## src/rtl/mfs_pkg.sv

```systemverilog
package mfs_pkg;

  // ----------------------------------------------------------------------
  // Register map (byte addresses)
  // ----------------------------------------------------------------------
  localparam logic [7:0] ADDR_CONFIG = 8'h00;
  localparam logic [7:0] ADDR_THRESH = 8'h04;
  localparam logic [7:0] ADDR_TIMING = 8'h08;
  localparam logic [7:0] ADDR_CONTROL = 8'h0C;
  localparam logic [7:0] ADDR_STATUS = 8'h10;

  // ----------------------------------------------------------------------
  // Field positions
  // ----------------------------------------------------------------------
  localparam int CFG_ILIM_MODE_LSB = 0;
  localparam int CFG_LOCK_MODE_LSB = 4;
  localparam int CFG_WARN_REP_BIT = 8;
  localparam int CFG_DET_EN_LSB = 9;
  localparam int THR_ILIM_LSB = 0;
  localparam int THR_SPEED_LSB = 16;
  localparam int TIM_DEG_LSB = 0;
  localparam int TIM_RETRY_LSB = 16;
  localparam int CTL_CLEAR_BIT = 0;

  // ----------------------------------------------------------------------
  // Reset values
  // ----------------------------------------------------------------------
  localparam logic [3:0] RST_ILIM_MODE = 4'h0;
  localparam logic [3:0] RST_LOCK_MODE = 4'h0;
  localparam logic [2:0] RST_DET_EN = 3'h7;
  localparam logic [11:0] RST_ILIM_THR = 12'hFFF;
  localparam logic [15:0] RST_SPEED_THR = 16'hFFFF;
  localparam logic [7:0] RST_DEG_US = 8'h0A;
  localparam logic [15:0] RST_RETRY_MS = 16'h01F4;

  // Fixed behaviour of the pin-configured variant
  localparam logic [3:0] PIN_LOCK_MODE = 4'h4;
  localparam logic [15:0] PIN_RETRY_MS = 16'h1388;

  // ----------------------------------------------------------------------
  // Timing
  // ----------------------------------------------------------------------
  localparam int CLK_PERIOD_NS = 10;
  localparam int US_NS = 1000;
  localparam int US_CYCLES = US_NS / CLK_PERIOD_NS;
  localparam int MS_US = 1000;

  // ----------------------------------------------------------------------
  // Power stage codes and types
  // ----------------------------------------------------------------------
  localparam logic [2:0] STG_NORMAL = 3'h0;
  localparam logic [2:0] STG_ALL_OFF = 3'h1;

  typedef enum logic [1:0] {HND_IDLE, HND_LATCH, HND_RETRY, HND_REPORT} mfs_hnd_e;
  typedef enum logic [1:0] {CLS_LATCH, CLS_RETRY, CLS_REPORT, CLS_OFF} mfs_cls_e;

endpackage

```

## src/rtl/mfs_supervisor.sv

```systemverilog
// What this block does
// - Deglitched over-threshold current sense raises lock-current event
// - Low two select bits pick power stage state
// - Latched lock-current: hold until clear command
// - Retry lock-current: resume after retry time, clear flags
// - Report-only lock-current: flags only, clear by command
// - Disabled lock-current pattern ignores events
// - Warning sets overtemp and warning flags only
// - Warning on fault pin only when enabled
// - Warning flag clears on command when cool
// - Shutdown: stage off, pump off, flags, pin
// - Shutdown releases on hysteresis; flag needs clear
// - Enabled lock condition raises motor-lock event
// - Pin variant: all detectors, five second retry
// - Latched motor-lock: hold until clear command
// - Retry motor-lock: resume after retry, clear flags
// - Report-only motor-lock: flags only, clear by command
// - Disabled motor-lock pattern ignores events
// - Per-detector enables gate motor-lock contribution
// - Speed above threshold raises abnormal-speed lock
`timescale 1ns/10ps
module mfs_supervisor #(
  parameter int US_CYCLES = mfs_pkg::US_CYCLES,
  parameter int MS_US = mfs_pkg::MS_US
) (
  input wire logic core_clk_in,
  input wire logic rst_in,
  input wire logic clk_en_in,
  input wire logic [7:0] reg_addr_in,
  input wire logic [31:0] reg_wdata_in,
  input wire logic reg_wr_in,
  input wire logic reg_rd_in,
  input wire logic pin_config_variant_in,
  input wire logic [11:0] current_sense_amp_in,
  input wire logic [15:0] motor_speed_in,
  input wire logic motor_running_in,
  input wire logic loss_sync_lock_in,
  input wire logic no_motor_lock_in,
  input wire logic temp_warn_in,
  input wire logic temp_warn_hys_in,
  input wire logic temp_sd_in,
  input wire logic temp_sd_hys_in,
  output logic [31:0] reg_rdata_out,
  output logic [2:0] power_stage_out,
  output logic charge_pump_en_out,
  output logic fault_indication_pin_n_out
);

  // ----------------------------------------------------------------------
  // State
  // ----------------------------------------------------------------------
  typedef struct packed {
    logic [3:0] ilim_mode;
    logic [3:0] lock_mode;
    logic warn_rep;
    logic [2:0] det_en;
    logic [11:0] ilim_thr;
    logic [15:0] speed_thr;
    logic [7:0] deg_us;
    logic [15:0] retry_ms;
    logic [15:0] us_cnt;
    logic [15:0] ms_cnt;
    logic [8:0] deg_cnt;
    logic ilim_over;
    mfs_pkg::mfs_hnd_e [1:0] hst;
    logic [1:0][1:0] hsel;
    logic [1:0][15:0] hretry;
    logic ctrl_fault;
    logic drv_fault;
    logic ilim_flag;
    logic lock_flag;
    logic [2:0] cond_flag;
    logic ot_flag;
    logic tw_flag;
    logic tsd_flag;
    logic tw_pin;
    logic tsd_act;
    logic [31:0] rdata;
    logic [2:0] stage;
    logic cp_en;
    logic fault_n;
  } mfs_state_s;

  mfs_state_s cur_ff;
  mfs_state_s nxt_ff;

  // ----------------------------------------------------------------------
  // Helpers
  // ----------------------------------------------------------------------
  // Codes outside the four documented groups are treated as disabled
  function automatic mfs_pkg::mfs_cls_e mfs_classify(input logic [3:0] mode);
    if (mode[3:2] == 2'b00) begin
      return mfs_pkg::CLS_LATCH;
    end else if (mode[3:2] == 2'b01) begin
      return mfs_pkg::CLS_RETRY;
    end else if (mode == 4'b1000) begin
      return mfs_pkg::CLS_REPORT;
    end else begin
      return mfs_pkg::CLS_OFF;
    end
  endfunction

  function automatic logic [2:0] mfs_stage(input logic [1:0] sel);
    return 3'({1'b0, sel} + 3'h1);
  endfunction

  // ----------------------------------------------------------------------
  // Combinational view of inputs
  // ----------------------------------------------------------------------
  logic wr_config;
  logic wr_thresh;
  logic wr_timing;
  logic clear_cmd;
  logic us_tick;
  logic ms_tick;
  logic ilim_raw;
  logic [2:0] det_en_eff;
  logic [2:0] lock_hit;
  logic lock_cond;
  logic [3:0] lock_mode_eff;
  logic [15:0] lock_retry_eff;
  logic [1:0] h_cond;
  logic [1:0][3:0] h_mode;
  logic [1:0][15:0] h_retry_lim;

  always_comb begin
    wr_config = reg_wr_in && (reg_addr_in == mfs_pkg::ADDR_CONFIG);
    wr_thresh = reg_wr_in && (reg_addr_in == mfs_pkg::ADDR_THRESH);
    wr_timing = reg_wr_in && (reg_addr_in == mfs_pkg::ADDR_TIMING);
    clear_cmd = reg_wr_in && (reg_addr_in == mfs_pkg::ADDR_CONTROL)
                && reg_wdata_in[mfs_pkg::CTL_CLEAR_BIT];
    us_tick = (cur_ff.us_cnt == 16'(US_CYCLES - 1));
    ms_tick = us_tick && (cur_ff.ms_cnt == 16'(MS_US - 1));
    ilim_raw = current_sense_amp_in > cur_ff.ilim_thr;
    det_en_eff = pin_config_variant_in ? 3'h7 : cur_ff.det_en;
    lock_hit[0] = det_en_eff[0] && (motor_speed_in > cur_ff.speed_thr);
    lock_hit[1] = det_en_eff[1] && loss_sync_lock_in;
    lock_hit[2] = det_en_eff[2] && no_motor_lock_in;
    lock_cond = motor_running_in && (|lock_hit);
    lock_mode_eff = pin_config_variant_in ? mfs_pkg::PIN_LOCK_MODE : cur_ff.lock_mode;
    lock_retry_eff = pin_config_variant_in ? mfs_pkg::PIN_RETRY_MS : cur_ff.retry_ms;
    h_cond[0] = cur_ff.ilim_over;
    h_cond[1] = lock_cond;
    h_mode[0] = cur_ff.ilim_mode;
    h_mode[1] = lock_mode_eff;
    h_retry_lim[0] = cur_ff.retry_ms;
    h_retry_lim[1] = lock_retry_eff;
  end

  // ----------------------------------------------------------------------
  // Next state
  // ----------------------------------------------------------------------
  always_comb begin
    logic [1:0] h_enter;
    logic [1:0] h_leave;
    logic [1:0] h_protect;
    logic [1:0] h_flag;
    logic pin_req;
    mfs_pkg::mfs_cls_e cls;
    h_enter = 2'b00;
    h_leave = 2'b00;
    h_protect = 2'b00;
    h_flag = 2'b00;
    pin_req = 1'b0;
    cls = mfs_pkg::CLS_OFF;
    nxt_ff = cur_ff;

    // Register writes
    if (wr_config) begin
      nxt_ff.ilim_mode = reg_wdata_in[mfs_pkg::CFG_ILIM_MODE_LSB +: 4];
      nxt_ff.lock_mode = reg_wdata_in[mfs_pkg::CFG_LOCK_MODE_LSB +: 4];
      nxt_ff.warn_rep = reg_wdata_in[mfs_pkg::CFG_WARN_REP_BIT];
      nxt_ff.det_en = reg_wdata_in[mfs_pkg::CFG_DET_EN_LSB +: 3];
    end
    if (wr_thresh) begin
      nxt_ff.ilim_thr = reg_wdata_in[mfs_pkg::THR_ILIM_LSB +: 12];
      nxt_ff.speed_thr = reg_wdata_in[mfs_pkg::THR_SPEED_LSB +: 16];
    end
    if (wr_timing) begin
      nxt_ff.deg_us = reg_wdata_in[mfs_pkg::TIM_DEG_LSB +: 8];
      nxt_ff.retry_ms = reg_wdata_in[mfs_pkg::TIM_RETRY_LSB +: 16];
    end

    // Microsecond and millisecond time base
    nxt_ff.us_cnt = us_tick ? 16'h0000 : 16'(cur_ff.us_cnt + 16'h0001);
    if (us_tick) begin
      nxt_ff.ms_cnt = ms_tick ? 16'h0000 : 16'(cur_ff.ms_cnt + 16'h0001);
    end

    // Current deglitch: event only once the level outlasts the filter time
    if (!ilim_raw) begin
      nxt_ff.deg_cnt = 9'h000;
      nxt_ff.ilim_over = 1'b0;
    end else if (us_tick && !cur_ff.ilim_over) begin
      nxt_ff.deg_cnt = 9'(cur_ff.deg_cnt + 9'h001);
      nxt_ff.ilim_over = cur_ff.deg_cnt > {1'b0, cur_ff.deg_us};
    end

    // Response handlers: index 0 lock current, index 1 motor lock
    for (int i = 0; i < 2; i++) begin
      cls = mfs_classify(h_mode[i]);
      case (cur_ff.hst[i])
        mfs_pkg::HND_IDLE: begin
          if (h_cond[i]) begin
            h_enter[i] = 1'b1;
            nxt_ff.hsel[i] = h_mode[i][1:0];
            nxt_ff.hretry[i] = 16'h0000;
            case (cls)
              mfs_pkg::CLS_LATCH: nxt_ff.hst[i] = mfs_pkg::HND_LATCH;
              mfs_pkg::CLS_RETRY: nxt_ff.hst[i] = mfs_pkg::HND_RETRY;
              mfs_pkg::CLS_REPORT: nxt_ff.hst[i] = mfs_pkg::HND_REPORT;
              default: h_enter[i] = 1'b0;
            endcase
          end
        end
        mfs_pkg::HND_LATCH, mfs_pkg::HND_REPORT: begin
          // A condition still present blocks the clear
          if (clear_cmd && !h_cond[i]) begin
            nxt_ff.hst[i] = mfs_pkg::HND_IDLE;
            h_leave[i] = 1'b1;
          end
        end
        mfs_pkg::HND_RETRY: begin
          if (cur_ff.hretry[i] >= h_retry_lim[i]) begin
            nxt_ff.hst[i] = mfs_pkg::HND_IDLE;
            h_leave[i] = 1'b1;
          end else if (ms_tick) begin
            nxt_ff.hretry[i] = 16'(cur_ff.hretry[i] + 16'h0001);
          end
        end
        default: nxt_ff.hst[i] = mfs_pkg::HND_IDLE;
      endcase
      h_protect[i] = (nxt_ff.hst[i] == mfs_pkg::HND_LATCH)
                     || (nxt_ff.hst[i] == mfs_pkg::HND_RETRY);
      h_flag[i] = nxt_ff.hst[i] != mfs_pkg::HND_IDLE;
    end

    // Controller flags follow the handlers
    nxt_ff.ilim_flag = h_flag[0];
    nxt_ff.lock_flag = h_flag[1];
    nxt_ff.ctrl_fault = |h_flag;
    if (h_enter[1]) begin
      nxt_ff.cond_flag = cur_ff.cond_flag | lock_hit;
    end else if (h_leave[1]) begin
      nxt_ff.cond_flag = 3'h0;
    end else if (h_flag[1]) begin
      nxt_ff.cond_flag = cur_ff.cond_flag | lock_hit;
    end

    // Thermal warning; set wins over clear
    if (clear_cmd && !temp_warn_in) begin
      nxt_ff.tw_flag = 1'b0;
    end
    if (temp_warn_in) begin
      nxt_ff.tw_flag = 1'b1;
      nxt_ff.tw_pin = 1'b1;
    end else if (!temp_warn_hys_in) begin
      nxt_ff.tw_pin = 1'b0;
    end

    // Thermal shutdown; cannot be disabled
    if (temp_sd_in) begin
      nxt_ff.tsd_act = 1'b1;
    end else if (!temp_sd_hys_in) begin
      nxt_ff.tsd_act = 1'b0;
    end
    if (clear_cmd) begin
      nxt_ff.tsd_flag = 1'b0;
      nxt_ff.drv_fault = 1'b0;
    end
    if (temp_sd_in) begin
      nxt_ff.tsd_flag = 1'b1;
      nxt_ff.drv_fault = 1'b1;
    end
    if (clear_cmd && !temp_warn_in && !temp_sd_in) begin
      nxt_ff.ot_flag = 1'b0;
    end
    if (temp_warn_in || temp_sd_in) begin
      nxt_ff.ot_flag = 1'b1;
    end

    // Power stage: shutdown first, then lock current, then motor lock
    if (nxt_ff.tsd_act) begin
      nxt_ff.stage = mfs_pkg::STG_ALL_OFF;
    end else if (h_protect[0]) begin
      nxt_ff.stage = mfs_stage(nxt_ff.hsel[0]);
    end else if (h_protect[1]) begin
      nxt_ff.stage = mfs_stage(nxt_ff.hsel[1]);
    end else begin
      nxt_ff.stage = mfs_pkg::STG_NORMAL;
    end
    nxt_ff.cp_en = !nxt_ff.tsd_act;

    // Fault pin: OR of every source asking for indication
    pin_req = nxt_ff.tsd_act || (|h_protect)
              || (nxt_ff.tw_pin && cur_ff.warn_rep);
    nxt_ff.fault_n = !pin_req;

    // Read data stands only in the cycle after the strobe
    nxt_ff.rdata = 32'h0000_0000;
    if (reg_rd_in) begin
      case (reg_addr_in)
        mfs_pkg::ADDR_CONFIG: begin
          nxt_ff.rdata[mfs_pkg::CFG_ILIM_MODE_LSB +: 4] = cur_ff.ilim_mode;
          nxt_ff.rdata[mfs_pkg::CFG_LOCK_MODE_LSB +: 4] = cur_ff.lock_mode;
          nxt_ff.rdata[mfs_pkg::CFG_WARN_REP_BIT] = cur_ff.warn_rep;
          nxt_ff.rdata[mfs_pkg::CFG_DET_EN_LSB +: 3] = cur_ff.det_en;
        end
        mfs_pkg::ADDR_THRESH: begin
          nxt_ff.rdata[mfs_pkg::THR_ILIM_LSB +: 12] = cur_ff.ilim_thr;
          nxt_ff.rdata[mfs_pkg::THR_SPEED_LSB +: 16] = cur_ff.speed_thr;
        end
        mfs_pkg::ADDR_TIMING: begin
          nxt_ff.rdata[mfs_pkg::TIM_DEG_LSB +: 8] = cur_ff.deg_us;
          nxt_ff.rdata[mfs_pkg::TIM_RETRY_LSB +: 16] = cur_ff.retry_ms;
        end
        mfs_pkg::ADDR_STATUS: begin
          nxt_ff.rdata[15:0] = {cur_ff.hst[1], cur_ff.hst[0], cur_ff.tsd_act,
                                cur_ff.tw_flag, cur_ff.tsd_flag, cur_ff.ot_flag,
                                cur_ff.cond_flag, cur_ff.lock_flag, cur_ff.ilim_flag,
                                cur_ff.drv_fault, cur_ff.ctrl_fault};
        end
        default: nxt_ff.rdata = 32'h0000_0000;
      endcase
    end
  end

  // ----------------------------------------------------------------------
  // Registers
  // ----------------------------------------------------------------------
  always_ff @(posedge core_clk_in or posedge rst_in) begin
    if (rst_in) begin
      cur_ff <= '0;
      cur_ff.ilim_mode <= mfs_pkg::RST_ILIM_MODE;
      cur_ff.lock_mode <= mfs_pkg::RST_LOCK_MODE;
      cur_ff.det_en <= mfs_pkg::RST_DET_EN;
      cur_ff.ilim_thr <= mfs_pkg::RST_ILIM_THR;
      cur_ff.speed_thr <= mfs_pkg::RST_SPEED_THR;
      cur_ff.deg_us <= mfs_pkg::RST_DEG_US;
      cur_ff.retry_ms <= mfs_pkg::RST_RETRY_MS;
      cur_ff.stage <= mfs_pkg::STG_NORMAL;
      cur_ff.cp_en <= 1'b1;
      cur_ff.fault_n <= 1'b1;
    end else if (clk_en_in) begin
      cur_ff <= nxt_ff;
    end
  end

  always_comb begin
    reg_rdata_out = cur_ff.rdata;
    power_stage_out = cur_ff.stage;
    charge_pump_en_out = cur_ff.cp_en;
    fault_indication_pin_n_out = cur_ff.fault_n;
  end

endmodule // mfs_supervisor

```

## config.mk

```make
export PLATFORM = sky130hd
export DESIGN_NAME = mfs_supervisor
export DESIGN_NICKNAME = d
export VERILOG_FILES = /design/src/rtl/mfs_pkg.sv /design/src/rtl/mfs_supervisor.sv
export SDC_FILE = /design/constraint.sdc
export NUM_CORES = 1
export LEC_CHECK = 0
export ABC_AREA = 1
export BUFFER_PORTS_ARGS = -buffer_cell sky130_fd_sc_hd__buf_2
export CORE_ASPECT_RATIO = 2
export CORE_MARGIN = 2
export CORE_UTILIZATION = 54
export CTS_CLUSTER_DIAMETER = 200
export CTS_CLUSTER_SIZE = 40
export DETAILED_ROUTE_END_ITERATION = 10
export PLACE_DENSITY = 0.74
export SLEW_MARGIN = 20
export SYNTH_ARGS = -nofsm -noshare
export SYNTH_HDL_FRONTEND = slang
export SYNTH_SLANG_ARGS = --single-unit
export TNS_END_PERCENT = 20
```

## constraint.sdc

```tcl
create_clock -name core_clk_in -period 4.9 [get_ports core_clk_in]
set_input_delay 0 -clock core_clk_in [delete_from_list [all_inputs] [get_ports core_clk_in]]
set_output_delay 0 -clock core_clk_in [all_outputs]
set_load 0.05 [all_outputs]
```

### Yosys cells after proc, flatten, opt, wreduce, memory -nomap -nowiden

Cells that the tools add are included.

| word-level totals | value |
|---|---|
| input port bits | 81 |
| register bits | 194 |
| logic and storage cells | 196 |

| operators by class | value |
|---|---|
| bitwise logic cells | 1 |
| equality and inequality tests | 31 |
| order comparisons | 5 |
| add/sub/neg operators | 7 |
| multiplexer cells | 62 |
| reductions and logical operators | 59 |

Operator list:

| operator | number |
|---|---|
| $mux W16 | 9 |
| $pmux W16 S2 | 3 |
| $add A16 B1 Y16 const B | 4 |
| $ge A16 B16 Y1 | 2 |
| $mux W32 | 1 |
| $pmux W8 S4 | 1 |
| $mux W2 | 14 |
| $mux W3 | 8 |
| $pmux W2 S3 | 4 |
| $mux W10 | 2 |
| $reduce_and A2 Y1 | 9 |
| $mux W1 | 17 |
| $eq A16 B10 Y1 const B | 1 |
| $eq A16 B7 Y1 const B | 1 |
| $eq A2 B1 Y1 const B | 8 |
| $eq A2 B2 Y1 const B | 8 |
| $eq A8 B4 Y1 const B | 2 |
| $gt A16 B16 Y1 | 1 |
| $logic_and A1 B1 Y1 | 16 |
| $reduce_bool A2 Y1 | 7 |
| $gt A12 B12 Y1 | 1 |
| $logic_not A2 Y1 | 6 |
| $ne A2 B2 Y1 const B | 6 |
| $pmux W4 S3 | 1 |
| other kinds (17) | 33 |

### Logic depth before layout (Yosys ltp)

| depth | value |
|---|---|
| depth after elaboration | 15 |
| gate-level depth with buffers | 21 |
| gate-level depth less buffers | 20 |

### Worst setup path before layout

No wires, ideal clock.

| timing path | value |
|---|---|
| kind | register to register |
| start point | reg cur_ff[170] in the netlist's numbering |
| end point | reg cur_ff (netlist bit power_stage_out[0]) |
| period minus slack after synthesis | 2.445 ns |
| cell stages (with the launch flop) | 20 |
| data arrival time | 2.368 ns |
| path slack | 2.455 ns |
| path through | dfstp_2 inv_1 ha_1 nand2_1 nor2_1 nand2_1 nor2_2 nand2_1 nand3_1 nand2_1 nand2_2 nand2_1 nand2_1 nand3_1 nand2_1 inv_1 ha_1 nand2_1 nand3b_1 a21oi_1 |

| on the way | value |
|---|---|
| longest elaborated chain between the ends | 13 |

Ends and longest elaborated chain:

| item | line | RTL |
|---|---|---|
| start, declared | mfs_supervisor.sv:84 | `mfs_state_s cur_ff;` |
| start signal, assigned | mfs_supervisor.sv:345 | `cur_ff <= nxt_ff;` |
| $gt A16 B16 Y1 (*) | mfs_supervisor.sv:136 | `lock_hit[0] = det_en_eff[0] && (motor_speed_in > cur_ff.speed_thr);` |
| $logic_and A1 B1 Y1 (*) | mfs_supervisor.sv:136 |  |
| $reduce_or A3 Y1 (*) | mfs_supervisor.sv:139 | `lock_cond = motor_running_in && (\|lock_hit);` |
| $logic_and A1 B1 Y1 (*) | mfs_supervisor.sv:139 |  |
| $logic_not A1 Y1 | mfs_supervisor.sv:218 | `if (clear_cmd && !h_cond[i]) begin` |
| $logic_and A1 B1 Y1 | mfs_supervisor.sv:218 |  |
| $mux W2 | mfs_supervisor.sv:218 |  |
| $pmux W2 S3 | mfs_supervisor.sv:202 | `case (cur_ff.hst[i])` |
| $eq A2 B1 Y1 or $eq A2 B2 Y1 (tied branches) | mfs_supervisor.sv:233, mfs_supervisor.sv:234 |  |
| $logic_or A1 B1 Y1 | mfs_supervisor.sv:234 | `\|\| (nxt_ff.hst[i] == mfs_pkg::HND_RETRY);` |
| $mux W3 (*) | mfs_supervisor.sv:287 | `end else if (h_protect[1]) begin` |
| $mux W3 (*) | mfs_supervisor.sv:285 | `end else if (h_protect[0]) begin` |
| $mux W3 (*) | mfs_supervisor.sv:283 | `if (nxt_ff.tsd_act) begin` |

Mark *: on every way between the ends. The rest lies on a longest branch, timed or not.
A chain may end at the register's enable or synchronous reset.

### Worst setup path after layout

| timing path | value |
|---|---|
| start point | reg cur_ff[170] in the netlist's numbering |
| end point | reg cur_ff[68] in the netlist's numbering |

| on the way | value |
|---|---|
| longest elaborated chain between the ends | 6 |

Ends and longest elaborated chain:

| item | line |
|---|---|
| $gt A16 B16 Y1 | mfs_supervisor.sv:136 |
| $logic_and A1 B1 Y1 | mfs_supervisor.sv:136 |
| $reduce_or A3 Y1 | mfs_supervisor.sv:139 |
| $logic_and A1 B1 Y1 | mfs_supervisor.sv:139 |
| $ne A2 B2 Y1 (no source line) | - |
| $reduce_and A5 Y1 (no source line) | - |

Every way passes these cells.

==> impl_metrics.yaml <==
synthesis:
  synthesis.area_mm2: 0.0115
  syn_inst: 1452
  syn_nets: 1610
  yosys.area.top_type: "dfrtp_1"
  syn_area_per_cell_um2: 7.93
  yosys_warnings: 0
  ys.flop_type: "dfrtp_1"
  yosys.area.top_type_share_pct: 33.0
  synth_area_leaders: "dfrtp_1, nand2_1, dfstp_2"
  ys_seq_elements: 193
  synth_edf_count: 0
  ys_seq_area_share_pct: 42.4
  yosysUniqueCellTypes: 49
  async_flop_share_pct: 100
sta:
  fin_crit_sh_pct: 62.6
  slew_headroom_pct: 36.1
  max_freq_mhz: 326
  final-setup-viol-count: 0
  period_needed_ps: 3070
  tightest_slew_ps: 956
  final-max-slew-violation-count: 0
  finalHoldViolations: 0
  fin_setup_tns_ps: 0
  finClkSkew_ps: 14.9
  rsz0062_at_grt: "false"
setup_path:
  max_stage_delay_ps: 580
  cp.depth: 14
  cp-end-kind: "flop"
  critPathArrivalTime_ps: 3410
  crit_type: "flop to flop"
  cp_max_fo: 32
  reg2reg_depth: 14
  slowest_stage: "nand4_2"
  start_kind: "flop"
  crit_chain: "inv_1 > ha_1 > nand2_1 > nor2_1 > nand2_1 > nor2_2 > nand2_1 > nand3_1 > nand2_1 > nand2_2 > nand2_1 > nand2_1 > nand4_2 > o21ai_1"
  cpLargestDelayFamily: "simple AND/OR/NAND/NOR gates"
  critPathBufInv: 1
  required_ps: 5250
  cp_common_cell: "nand2_1"
power_and_ir_drop:
  power.switching_w: 0.00162
  power_density_mw_per_mm2: 354
  comb_power_share_pct: 26.2
  p_sw_share_pct: 35.2
  peakVddDrop_mv: 0.256
  seqPwrFrac_pct: 42.5
  internal_power_w: 0.00299
  clock_power_share_pct: 31.4
  p_leak_nw: 6.19
clock_tree:
  cts.sinks: 193
  cts_buffers: 17
  cts_root_buf: "clkbuf_16"
  htree_levels: 4
  insertion_delay_ps: 460
  clkTransAtPathRegs_ps: 70
  post_cts_buffers: 0
  tritoncts: "yes"
  cts.path.max_buffers: 2
  hold_buffers: 38
  ctsResizeCount: 0
global_route:
  grt-ovfl-total: 0
  grt.met1_usage_pct: 28.4
  use_met3_pct: 4.36
  grt_max_degree: 133
  groute.layer.met2.usage_pct: 51.1
  grt_pass1_wl_um: 48000
  grt_pass1_vias: 9922
  grtUsageTotal_pct: 27.6
  grt-busiest-layer: "met2"
  antenna_found_initial: 0
die:
  die_area_mm2: 0.0226
  dieWidth_um: 107
  dieHeight_um: 211
  num_rows: 75
  fp.coreArea_mm2: 0.0209
  start_util_pct: 55.0
  boundaryPins: 118
placement:
  place.gp.congestion: 0.966
  dp_hpwl_um: 22300
  io_buffers: 112
cells_and_area:
  layout-drive-gt1-share_pct: 13.8
  mostFrequentLayoutCell: "nand2_1"
  fin_util_pct: 62.2
  mostFrequentLayoutCells: "nand2_1, inv_1, dfrtp_1"
  num_antenna_cells: 0
  syn2layout_area_growth_pct: 13.1
  nNetsFinal: 1713
drt:
  first_iter_violations: 423
  drt_pass1_iterations: 6
  vias: 9887
  post_drt_wl_per_cell_um: 16.3
  viasPerCell: 5.38
  ant_nets: 0
  drc: 0
  wirelength_um: 29900
worst_hold_path:
  hold_class: "input port to flop"
  worstHoldPathCells: 3
job:
  cap_violations: 0
status:
  status: "finished, final reports clean"
-- stage by stage --
step / instance area (um^2) / hold slack (ps) / worst slack, ps / instances / power, W
3_3_place_gp: 12000 / 243 / 1940 / 1767 / 0.00311
3_5_place_dp: 12000 / 240 / 1820 / 1767 / 0.00315
5_1_grt: 13000 / 110 / 1560 / 1837 / 0.00488
2_1_floorplan: 11500 / 127 / 2440 / 1452 / 0.00285
4_1_cts: 13000 / 68.2 / 1800 / 1837 / 0.00463
6_report: 13000 / 93.6 / 1830 / 1837 / 0.00461
-- worst min-delay path, cell delays in order --
cell and delay, ps:
buf_2 310, nand2_1 180, nand2_1 50
-- power by group through the flow --
stage / logic [W] / clock network, W / registers, W
6_report: 0.00121 / 0.00145 / 0.00196
5_1_grt: 0.00138 / 0.00152 / 0.00198
4_1_cts: 0.00121 / 0.00147 / 0.00196
3_5_place_dp: 0.00117 / 0 / 0.00198
3_3_place_gp: 0.00114 / 0 / 0.00198
2_1_floorplan: 0.000910 / 0 / 0.00194
-- cells by family (layout without fill, tap and decap cells) --
family	after synthesis	count (layout)	share of synthesized area, %
xor+xnor	45	45	3.42
flops	193	193	42.4
other cells	1	1	0.0326
compound gates	262	262	13.0
buf+inv	295	411	11.1
fa+ha+maj	77	77	8.36
simple gates	579	579	21.8
-- area by class of cell --
class	instances	area [um^2]
clock buffer	20	457
clock inverter	12	149
fill	1797	7900
inverter	224	847
multi-input combinational	964	5370
sequential	193	4880
tap	269	337
timing repair buffer	155	991
-- flip-flops by register name (all words and copies together), names as in the netlist --
name                        count
fault_indication_pin_n_out      1
power_stage_out                 3
cur_ff                        157
reg_rdata_out                  31
charge_pump_en_out              1
-- synthesized netlist by cell type, types with 3 or more instances --
cell / n
a21oi_1: 49
a221oi_1: 9
a31oi_1: 3
a32o_1: 3
buf_2: 10
buf_4: 37
clkbuf_1: 20
dfrtp_1: 152
dfstp_2: 41
ha_1: 77
inv_1: 218
nand2_1: 335
nand2_2: 4
nand3_1: 55
nand4_1: 25
nand4_2: 3
nor2_1: 101
nor3_1: 28
nor3_2: 3
nor4_1: 11
o211ai_1: 7
o21a_1: 3
o21ai_0: 121
o21ai_1: 32
o221ai_1: 15
o22ai_1: 11
or2_2: 4
xnor2_1: 7
xor2_1: 38
-- routing by layer --
layer	wire length, um	up-vias
li1	-	4911
met1	11000	4652
met2	16000	234
met3	981	90
met4	1840	0
met5	0	-
-- path summary, 6_finish.rpt --
| path | from | end | slack (ps) |
|---|---|---|---|
| worst max-delay path | cur_ff[170] | cur_ff[68] | 1830 |
| worst min-delay path | clk_en_in | charge_pump_en_out | 90 |
| worst max register to register | cur_ff[170] | cur_ff[68] | 1830 |
| worst min register to register | charge_pump_en_out | charge_pump_en_out | 470 |
| max in group asynchronous | rst_in | cur_ff[145] | 3970 |
| min in group asynchronous | rst_in | cur_ff[129] | 260 |
Power figures use the tool's default switching activity.
